**src/design/rtsc_consts.vh**
```
// Constants for the recorder trigger source combiner.
// Assumes inclusion by bare name from design files only.
`ifndef RTSC_CONSTS_VH
`define RTSC_CONSTS_VH

// Clock and timing
`define RTSC_CLK_NS          50
`define RTSC_FILT_CHART_MS   10
`define RTSC_NS_PER_MS       1000000

// APB byte offsets
`define RTSC_OFS_CTRL        8'h00
`define RTSC_OFS_LEVEL       8'h04
`define RTSC_OFS_PATTERN     8'h08
`define RTSC_OFS_FILT        8'h0C
`define RTSC_OFS_TENTH       8'h10
`define RTSC_OFS_START       8'h14
`define RTSC_OFS_END         8'h18
`define RTSC_OFS_INTERVAL    8'h1C
`define RTSC_OFS_STATUS      8'h20

// CTRL field positions
`define RTSC_CTRL_AND        0
`define RTSC_CTRL_RMS_EN     1
`define RTSC_CTRL_RMS_FALL   2
`define RTSC_CTRL_MAINS_LO   3
`define RTSC_CTRL_RMS_CH_LO  5
`define RTSC_CTRL_LOP_LO     7
`define RTSC_CTRL_EXT_EN     9
`define RTSC_CTRL_TMR_EN     10
`define RTSC_CTRL_SINGLE     11
`define RTSC_CTRL_FUNC_LO    12
`define RTSC_CTRL_FILT_EN    14
`define RTSC_CTRL_W          15
`define RTSC_CTRL_RST        15'h0000

// Encodings
`define RTSC_LOP_OFF         2'h0
`define RTSC_LOP_AND         2'h1
`define RTSC_LOP_OR          2'h2
`define RTSC_PAT_LOW         2'h1
`define RTSC_PAT_HIGH        2'h2
`define RTSC_FUNC_CAPTURE    2'h0
`define RTSC_FUNC_SPECTRUM   2'h1
`define RTSC_FUNC_CHART      2'h2
`define RTSC_FUNC_RMSCHART   2'h3
`define RTSC_MAINS_50        2'h0
`define RTSC_MAINS_60        2'h1
`define RTSC_MAINS_DC        2'h2

// Filter width limits in tenths of a division
`define RTSC_FILT_MIN        7'h01
`define RTSC_FILT_MAX        7'h64

`endif

```
**src/design/rtsc_top.v**
```verilog
// Trigger decision logic: rms level, logic pattern, outside trigger
// and calendar timer sources joined by AND or OR into one pulse.
// Assumes rms values, rtc seconds and recorder status on CLK_I; logic
// and outside trigger pins are asynchronous. APB slave for settings.
//
// Operation
// - Rms trigger fires on crossing in slope direction
// - Rms supports 50 Hz, 60 Hz or DC
// - Switching to AND turns logic trigger off
// - Under AND rms true at start if beyond
// - Logic AND needs every channel matching
// - Logic OR needs one match; off setting
// - Pattern per channel: ignore, low, high
// - Filter needs condition held full width
// - Capture/spectrum filter off or 0.1-10.0 div
// - Chart functions filter off or 10 ms
// - Logic condition true at start waits
// - Outside trigger on ground short or fall
// - Outside trigger has enable setting
// - Timer fires every interval start to end
// - Single mode timer-only fires once at start
// - Triggers ignored during post-processing
// - OR links all sources independently
// - AND timer arms at start and intervals
// - AND zero interval arms whole window
// - Interval ticks during recording discarded
// - End time stops charts now, capture later
`timescale 1ns/100ps
`include "rtsc_consts.vh"

module rtsc_top #(
    parameter FILT_CHART_CYC = `RTSC_FILT_CHART_MS * `RTSC_NS_PER_MS
                               / `RTSC_CLK_NS
) (
    // Clock and reset
    input  wire        CLK_I,
    input  wire        SYS_RST_I,
    // APB slave
    input  wire        PSEL_I,
    input  wire        PENABLE_I,
    input  wire        PWRITE_I,
    input  wire [7:0]  PADDR_I,
    input  wire [31:0] PWDATA_I,
    output reg  [31:0] PRDATA_O,
    output wire        PREADY_O,
    output wire        PSLVERR_O,
    // Measurement side
    input  wire [15:0] RMS_VALUE_I,
    output reg  [1:0]  RMS_CH_O,
    output reg  [1:0]  MAINS_SEL_O,
    input  wire [3:0]  LOGIC_I,
    input  wire        OUTSIDE_TRIGGER_INPUT_N_I,
    input  wire [31:0] RTC_SEC_I,
    // Recorder status
    input  wire        MEAS_START_I,
    input  wire        STANDBY_I,
    input  wire        RECORDING_I,
    input  wire        POSTPROC_I,
    // Results
    output reg         TRIG_O,
    output reg         ACQ_STOP_O
);

    function [1:0] fld2;
        input [`RTSC_CTRL_W-1:0] w;
        input integer lo;
        begin
            fld2 = w[lo +: 2];
        end
    endfunction

    // Settings
    reg  [`RTSC_CTRL_W-1:0] ctrl_ff;
    reg  [15:0]  level_ff;
    reg  [7:0]   pattern_ff;
    reg  [6:0]   filt_ff;
    reg  [23:0]  tenth_ff;
    reg  [31:0]  start_ff;
    reg  [31:0]  end_ff;
    reg  [31:0]  interval_ff;

    wire       link_and = ctrl_ff[`RTSC_CTRL_AND];
    wire       rms_en   = ctrl_ff[`RTSC_CTRL_RMS_EN];
    wire       rms_fall = ctrl_ff[`RTSC_CTRL_RMS_FALL];
    wire [1:0] lop      = ctrl_ff[`RTSC_CTRL_LOP_LO +: 2];
    wire       ext_en   = ctrl_ff[`RTSC_CTRL_EXT_EN];
    wire       tmr_en   = ctrl_ff[`RTSC_CTRL_TMR_EN];
    wire       single   = ctrl_ff[`RTSC_CTRL_SINGLE];
    wire [1:0] func     = ctrl_ff[`RTSC_CTRL_FUNC_LO +: 2];
    wire       filt_en  = ctrl_ff[`RTSC_CTRL_FILT_EN];
    wire       logic_en = (lop == `RTSC_LOP_AND) || (lop == `RTSC_LOP_OR);
    wire       chart    = (func == `RTSC_FUNC_CHART) ||
                          (func == `RTSC_FUNC_RMSCHART);

    // APB access
    wire wr_en = PSEL_I & PENABLE_I & PWRITE_I;
    wire known = (PADDR_I[1:0] == 2'h0) && (PADDR_I <= `RTSC_OFS_STATUS);
    assign PREADY_O  = 1'b1;
    assign PSLVERR_O = PSEL_I & PENABLE_I & ~known;

    reg  [`RTSC_CTRL_W-1:0] nxt_ctrl;
    reg  [6:0]   nxt_filt;
    wire [31:0]  status;

    always @*
    begin
        nxt_ctrl = PWDATA_I[`RTSC_CTRL_W-1:0];
        // Leaving OR for AND drops the logic source
        if (nxt_ctrl[`RTSC_CTRL_AND] && !link_and)
            nxt_ctrl[`RTSC_CTRL_LOP_LO +: 2] = `RTSC_LOP_OFF;
        // AND may never hold rms and logic together
        if (nxt_ctrl[`RTSC_CTRL_AND] && nxt_ctrl[`RTSC_CTRL_RMS_EN])
            nxt_ctrl[`RTSC_CTRL_LOP_LO +: 2] = `RTSC_LOP_OFF;
        nxt_filt = PWDATA_I[6:0];
        // Clamp on the whole word so large values cannot wrap
        if (PWDATA_I < {25'h0000000, `RTSC_FILT_MIN})
            nxt_filt = `RTSC_FILT_MIN;
        else if (PWDATA_I > {25'h0000000, `RTSC_FILT_MAX})
            nxt_filt = `RTSC_FILT_MAX;
    end

    always @(posedge CLK_I)
    begin
        if (SYS_RST_I)
        begin
            ctrl_ff     <= `RTSC_CTRL_RST;
            level_ff    <= 16'h0000;
            pattern_ff  <= 8'h00;
            filt_ff     <= `RTSC_FILT_MIN;
            tenth_ff    <= 24'h000001;
            start_ff    <= 32'h00000000;
            end_ff      <= 32'h00000000;
            interval_ff <= 32'h00000000;
        end
        else if (wr_en)
        begin
            case (PADDR_I)
                `RTSC_OFS_CTRL:     ctrl_ff     <= nxt_ctrl;
                `RTSC_OFS_LEVEL:    level_ff    <= PWDATA_I[15:0];
                `RTSC_OFS_PATTERN:  pattern_ff  <= PWDATA_I[7:0];
                `RTSC_OFS_FILT:     filt_ff     <= nxt_filt;
                `RTSC_OFS_TENTH:    tenth_ff    <= PWDATA_I[23:0];
                `RTSC_OFS_START:    start_ff    <= PWDATA_I;
                `RTSC_OFS_END:      end_ff      <= PWDATA_I;
                `RTSC_OFS_INTERVAL: interval_ff <= PWDATA_I;
                default:            ctrl_ff     <= ctrl_ff;
            endcase
        end
    end

    always @*
    begin
        case (PADDR_I)
            `RTSC_OFS_CTRL:     PRDATA_O = {17'h00000, ctrl_ff};
            `RTSC_OFS_LEVEL:    PRDATA_O = {16'h0000, level_ff};
            `RTSC_OFS_PATTERN:  PRDATA_O = {24'h000000, pattern_ff};
            `RTSC_OFS_FILT:     PRDATA_O = {25'h0000000, filt_ff};
            `RTSC_OFS_TENTH:    PRDATA_O = {8'h00, tenth_ff};
            `RTSC_OFS_START:    PRDATA_O = start_ff;
            `RTSC_OFS_END:      PRDATA_O = end_ff;
            `RTSC_OFS_INTERVAL: PRDATA_O = interval_ff;
            `RTSC_OFS_STATUS:   PRDATA_O = status;
            default:            PRDATA_O = 32'h00000000;
        endcase
    end

    // Rms computer steering
    always @(posedge CLK_I)
    begin
        if (SYS_RST_I)
        begin
            RMS_CH_O    <= 2'h0;
            MAINS_SEL_O <= `RTSC_MAINS_50;
        end
        else
        begin
            RMS_CH_O    <= fld2(ctrl_ff, `RTSC_CTRL_RMS_CH_LO);
            MAINS_SEL_O <= fld2(ctrl_ff, `RTSC_CTRL_MAINS_LO);
        end
    end

    // Rms level source
    reg  above_ff;
    reg  above_vld_ff;
    wire above     = (RMS_VALUE_I >= level_ff);
    wire rms_event = rms_en & above_vld_ff &
                     (rms_fall ? (above_ff & ~above)
                               : (~above_ff & above));
    wire rms_level = rms_en & (rms_fall ? ~above : above);

    always @(posedge CLK_I)
    begin
        if (SYS_RST_I || MEAS_START_I)
        begin
            above_ff     <= 1'b0;
            above_vld_ff <= 1'b0;
        end
        else
        begin
            above_ff     <= above;
            above_vld_ff <= 1'b1;
        end
    end

    // Pin synchronisers, three stages
    reg  [4:0] sy1_ff;
    reg  [4:0] sy2_ff;
    reg  [4:0] sy3_ff;
    reg  [4:0] pin_ff;
    wire [4:0] pins = {OUTSIDE_TRIGGER_INPUT_N_I, LOGIC_I};

    genvar gi;
    generate
        for (gi = 0; gi < 5; gi = gi + 1)
        begin : g_sync
            always @(posedge CLK_I)
            begin
                if (SYS_RST_I)
                begin
                    sy1_ff[gi] <= 1'b1;
                    sy2_ff[gi] <= 1'b1;
                    sy3_ff[gi] <= 1'b1;
                    pin_ff[gi] <= 1'b1;
                end
                else
                begin
                    sy1_ff[gi] <= pins[gi];
                    sy2_ff[gi] <= sy1_ff[gi];
                    sy3_ff[gi] <= sy2_ff[gi];
                    if (sy2_ff[gi] == sy3_ff[gi])
                        pin_ff[gi] <= sy3_ff[gi];
                end
            end
        end
    endgenerate

    // Logic pattern source
    wire [3:0] care;
    wire [3:0] hit;
    generate
        for (gi = 0; gi < 4; gi = gi + 1)
        begin : g_pat
            assign care[gi] = (pattern_ff[2*gi +: 2] == `RTSC_PAT_LOW) ||
                              (pattern_ff[2*gi +: 2] == `RTSC_PAT_HIGH);
            assign hit[gi]  = (pattern_ff[2*gi +: 2] == `RTSC_PAT_HIGH) ?
                              pin_ff[gi] : ~pin_ff[gi];
        end
    endgenerate

    wire pat_and  = &(~care | hit) & (|care);
    wire pat_or   = |(care & hit);
    wire pat_cond = (lop == `RTSC_LOP_AND) ? pat_and :
                    (lop == `RTSC_LOP_OR)  ? pat_or : 1'b0;

    wire [30:0] width_cap = filt_ff * tenth_ff;
    wire [31:0] width = !filt_en ? 32'h00000000 :
                        chart ? FILT_CHART_CYC[31:0] :
                        {1'b0, width_cap};
    reg  [31:0] held_ff;
    reg         qual_ff;
    reg         qual_prev_ff;
    reg         seen_false_ff;
    wire        logic_event = logic_en & qual_ff & ~qual_prev_ff &
                              seen_false_ff;
    wire        logic_level = logic_en & qual_ff & seen_false_ff;

    always @(posedge CLK_I)
    begin
        if (SYS_RST_I || !pat_cond)
        begin
            held_ff <= 32'h00000000;
            qual_ff <= 1'b0;
        end
        else
        begin
            if (held_ff < width)
                held_ff <= held_ff + 32'h00000001;
            qual_ff <= (held_ff >= width);
        end
    end

    always @(posedge CLK_I)
    begin
        if (SYS_RST_I || MEAS_START_I)
        begin
            qual_prev_ff  <= 1'b0;
            seen_false_ff <= 1'b0;
        end
        else
        begin
            qual_prev_ff <= qual_ff;
            if (!qual_ff)
                seen_false_ff <= 1'b1;
        end
    end

    // Outside trigger source, active low
    reg  ext_prev_ff;
    wire ext_event = ext_en & ext_prev_ff & ~pin_ff[4];
    wire ext_level = ext_en & ~pin_ff[4];

    always @(posedge CLK_I)
    begin
        if (SYS_RST_I)
            ext_prev_ff <= 1'b1;
        else
            ext_prev_ff <= pin_ff[4];
    end

    // Calendar timer source
    reg  [31:0] next_ff;
    reg         tmr_run_ff;
    reg         armed_ff;
    reg         stop_wait_ff;
    wire        others    = rms_en | logic_en | ext_en;
    wire        only_tmr  = tmr_en & ~others;
    wire        tick      = tmr_en & tmr_run_ff &
                            (RTC_SEC_I >= next_ff);
    wire        end_hit   = tmr_en & tmr_run_ff &
                            (RTC_SEC_I >= end_ff) &
                            ~(single & only_tmr);
    wire        in_window = tmr_run_ff & (RTC_SEC_I >= start_ff);
    wire        zero_int  = (interval_ff == 32'h00000000);
    reg         fired_ff;
    wire        take;

    always @(posedge CLK_I)
    begin
        if (SYS_RST_I)
        begin
            next_ff    <= 32'h00000000;
            tmr_run_ff <= 1'b0;
        end
        else if (MEAS_START_I)
        begin
            next_ff    <= start_ff;
            tmr_run_ff <= tmr_en;
        end
        else if (end_hit)
            tmr_run_ff <= 1'b0;
        else if (tick)
        begin
            if (single & only_tmr)
                tmr_run_ff <= 1'b0;
            else if (link_and & zero_int)
                next_ff <= end_ff;
            else
                next_ff <= next_ff + interval_ff;
        end
    end

    // Standby arming under AND with timer
    always @(posedge CLK_I)
    begin
        if (SYS_RST_I || MEAS_START_I || end_hit)
            armed_ff <= 1'b0;
        else if (tick && !RECORDING_I)
            armed_ff <= 1'b1;
        else if (take)
            armed_ff <= 1'b0;
    end

    // Combining
    wire and_conds = (~rms_en   | rms_level) &
                     (~logic_en | logic_level) &
                     (~ext_en   | ext_level);
    wire and_gate  = ~tmr_en ? others :
                     (zero_int ? in_window : armed_ff);
    wire and_cond  = and_gate & and_conds;
    wire or_cond   = rms_event | logic_event | ext_event |
                     (tick & ~RECORDING_I);
    wire cond      = link_and ? and_cond : or_cond;
    assign take    = cond & STANDBY_I & ~POSTPROC_I &
                     ~fired_ff;

    always @(posedge CLK_I)
    begin
        if (SYS_RST_I)
        begin
            TRIG_O   <= 1'b0;
            fired_ff <= 1'b0;
        end
        else
        begin
            TRIG_O   <= take;
            if (!STANDBY_I)
                fired_ff <= 1'b0;
            else if (take)
                fired_ff <= 1'b1;
        end
    end

    // End of timed measurement
    always @(posedge CLK_I)
    begin
        if (SYS_RST_I || MEAS_START_I)
        begin
            ACQ_STOP_O   <= 1'b0;
            stop_wait_ff <= 1'b0;
        end
        else if (end_hit && (chart || !RECORDING_I))
        begin
            ACQ_STOP_O   <= 1'b1;
            stop_wait_ff <= 1'b0;
        end
        else if (end_hit)
        begin
            ACQ_STOP_O   <= 1'b0;
            stop_wait_ff <= 1'b1;
        end
        else
        begin
            ACQ_STOP_O   <= stop_wait_ff & ~RECORDING_I;
            if (!RECORDING_I)
                stop_wait_ff <= 1'b0;
        end
    end

    assign status = {24'h000000, stop_wait_ff, fired_ff, armed_ff,
                     tmr_run_ff, seen_false_ff, qual_ff, ext_level,
                     above_ff};

endmodule // rtsc_top

```
**config.mk**
```make
export PLATFORM = sky130hd
export DESIGN_NAME = rtsc_top
export DESIGN_NICKNAME = d
export VERILOG_FILES = /design/src/design/rtsc_top.v
export VERILOG_INCLUDE_DIRS = /design/src /design/src/design
export SDC_FILE = /design/constraint.sdc
export NUM_CORES = 1
export LEC_CHECK = 0
export ABC_AREA = 1
export BUFFER_PORTS_ARGS = -buffer_cell sky130_fd_sc_hd__buf_2
export CAP_MARGIN = 20
export CORE_MARGIN = 4
export CORE_UTILIZATION = 50
export CTS_CLUSTER_SIZE = 8
export DETAILED_ROUTE_END_ITERATION = 16
export GPL_ROUTABILITY_DRIVEN = 0
export HOLD_SLACK_MARGIN = 0.06
export PLACE_DENSITY = 0.68
export SYNTH_ARGS = -nofsm -noshare
export SYNTH_HDL_FRONTEND = slang
export SYNTH_SLANG_ARGS = --single-unit
export TNS_END_PERCENT = 50
```
**constraint.sdc**
```tcl
create_clock -name CLK_I -period 7.49 [get_ports CLK_I]
set_input_delay 0.3745 -clock CLK_I [delete_from_list [all_inputs] [get_ports CLK_I]]
set_output_delay 0.3745 -clock CLK_I [all_outputs]
set_load 0.01 [all_outputs]
```
==> results.json <==
{
  "htreeDepth": 2,
  "wl_met2_um": 34000,
  "yosysTopAreaCell": "dfxtp_1",
  "area_growth_pct": 9.22,
  "gr-usage-all-layers": 0.284,
  "ys_seq_elements": 266,
  "num_vias": 22388,
  "num_antenna_cells": 0,
  "hold_path.class": "input port to flip-flop",
  "wire_per_inst_um": 18.1,
  "final_common_cell": "nand2_1",
  "worstMarginPinSlew_ps": 1090,
  "fmax_mhz": 144,
  "maxCapViolCount": 0,
  "dp_hpwl_um": 54600,
  "synth_cells": 3289,
  "drc": 0,
  "regArea_sq_um": 5330,
  "io_pins": 142,
  "core_sq_um": 44600,
  "io_buffers": 140,
  "layout_common_cells": "nand2_1 (644), inv_1 (557), a21oi_1 (387)",
  "synth-main-ff-cell": "dfxtp_1",
  "synth_edf_count": 0,
  "drive_above_1_share": 0.0785,
  "syn-num-nets": 3731,
  "synth_cell_types": 57,
  "synth_top_area_frac": 0.234,
  "grt_antenna_before_repair": 0,
  "fin_setup_tns_ps": 0,
  "final_net_count": 3801,
  "yosys_warnings": 0,
  "slowest_delay_ps": 1040,
  "grt_pass1_vias": 22085,
  "antenna_left": 0,
  "netlist_area_sq_um": 22800,
  "clk_path_buf_depth": 3,
  "drtIter0Drc": 1829,
  "clk_pin_slew_worst_paths_ps": 50,
  "routed.top_layer": "met4",
  "synth.area.top_cells": "dfxtp_1 (23%), ha_1 (13%), nand2_1 (11%)",
  "ys_seq_area_frac": 0.234,
  "start_util": 0.510,
  "wl_um": 71600,
  "max_slew_margin": 0.274,
  "cp_data_arrival_time_ps": 7400,
  "cts_sinks": 266,
  "via_per_inst": 5.66,
  "cpMaxStageDelayCell": "dfxtp_1",
  "powerDensity_nw_per_um2": 134,
  "final_util": 0.557,
  "cts_tree": "built",
  "rows": 77,
  "wl_met1_um": 29100,
  "ir_worst_vdd_uv": 132,
  "cp_max_fo": 33,
  "hold_violations": 0,
  "multiInputGateArea_sq_um": 14700,
  "syn_avg_cell_area_sq_um": 6.92,
  "p_leak_uw": 0.0119,
  "finalCritPeriodShare": 0.926,
  "maxSlewViolCount": 0,
  "grt_max_degree": 108,
  "path_class": "flip-flop to flip-flop",
  "async_reset_ff_frac": 0,
  "die_w_um": 221,
  "status": "finished, final reports clean",
  "grt_setup_unrepaired": "no",
  "dieHeight_um": 221,
  "post-route-min-period_ps": 6930,
  "worstSetupStartpointType": "flip-flop",
  "clockRootBuffer": "clkbuf_16",
  "fin_worst_skew_ps": 14.3,
  "setup_viol": 0,
  "fill_cells": 4238,
  "grt_remaining_overflow": 0,
  "wl_met3_um": 5210,
  "dp_slack_ps": 629,
  "die_area_sq_um": 49000,
  "required_ps": 7950,
  "numCtsBuffers": 39,
  "fin_ws_ps": 555,
  "grt_pass1_wl_um": 115000,
  "insertion_delay_ps": 560,
  "worstSetupEndpointType": "flip-flop",
  "dr.pass1.iters": 6
}
## report_power, final
part	total [uW]	internal [uW]	switching [uW]	leakage, uW
combinational	289	103	187	0.00928
sequential	1440	1430	11.2	0.00215
clock	1590	925	666	0.000502
total	3320	2460	864	0.0119
## cells in the mapped netlist (3+ instances only)
master / n
a221oi_1: 15
nor4_1: 18
dfxtp_1: 266
a221o_1: 5
o21ai_0: 308
buf_1: 6
nor2_2: 6
a21o_1: 8
nand3b_1: 5
clkbuf_1: 100
o211ai_1: 18
o221ai_1: 11
o21bai_1: 13
fa_1: 110
nand2_1: 645
nand3_1: 92
o2111ai_1: 10
nor2_4: 5
xnor2_1: 15
o22ai_1: 30
xor2_1: 34
a21boi_0: 6
o21ai_1: 12
nor3_2: 3
a21oi_1: 387
ha_1: 230
a31oi_1: 3
or2_2: 22
inv_1: 558
a211oi_1: 3
nor3_1: 37
buf_4: 5
o21a_1: 12
buf_6: 4
nor2_1: 200
nand4_1: 32
buf_2: 21
inv_2: 9
## registers in the layout, indices dropped and copies added (netlist names), 7 cells and up
signal and flops:
level_ff 16, next_ff 32, held_ff 32, tenth_ff 24
pattern_ff 8, end_ff 32, start_ff 32, filt_ff 7
interval_ff 32, ctrl_ff 15
## metrics by stage
stage / hold WS (ps) / cells / instance area (sq um) / total power (uW)
2_1_floorplan: 389 / 3289 / 22800 / 1640
3_3_place_gp: 392 / 3903 / 23800 / 1740
3_5_place_dp: 399 / 3903 / 23800 / 1750
4_1_cts: 85.7 / 3954 / 24800 / 3340
5_1_grt: 95.6 / 3955 / 24900 / 3430
6_report: 109 / 3955 / 24900 / 3320
## layer usage
layer  vias to the layer above  track usage
met1                     10509        0.357
met4                         0        0.122
met2                       834        0.486
met5                         -            0
li1                      10855            -
met3                       190       0.0432
## critical path: cells and delay by family (launching register included)
kind            cells  cell delay (ps)
fa+ha+maj           6             2620
compound gates     11             1910
flops               1             1040
simple gates        5              630
buf+inv             5              610
## cells by family after synthesis
family	after synthesis	share of synthesized area
compound gates	850	0.204
xor+xnor	49	0.0189
fa+ha+maj	340	0.223
buf+inv	706	0.120
flops	266	0.234
other cells	1	0.000165
simple gates	1077	0.200
## worst paths after layout
check | end | depth (start not counted) | slack [ps] | from
max reg2reg | held_ff[24] | 27 | 560 | filt_ff[3]
min reg2reg | sy2_ff[0] | 1 | 410 | sy1_ff[0]
max | held_ff[24] | 27 | 560 | filt_ff[3]
min | stop_wait_ff | 3 | 110 | RECORDING_I
## area by class of cell
| type | instances | share of cell area |
|---|---|---|
| multi-input cells | 2317 | 0.592 |
| well taps | 592 | 0.0298 |
| clock buffers | 42 | 0.0397 |
| repair buffers | 165 | 0.0368 |
| clock inverters | 3 | 0.00136 |
| inverters | 570 | 0.0864 |
| flip-flops and latches | 266 | 0.214 |
## repair_timing
action | 4_1_cts | 5_1_grt
setup endpoints to repair | 0 | 33
hold buffers | 6 | 0
setup buffers | 0 | 0
endpoints found under the hold margin | 6 | 0
gates resized for setup | 0 | 1
No activity file was read; power rests on OpenSTA's default activity.
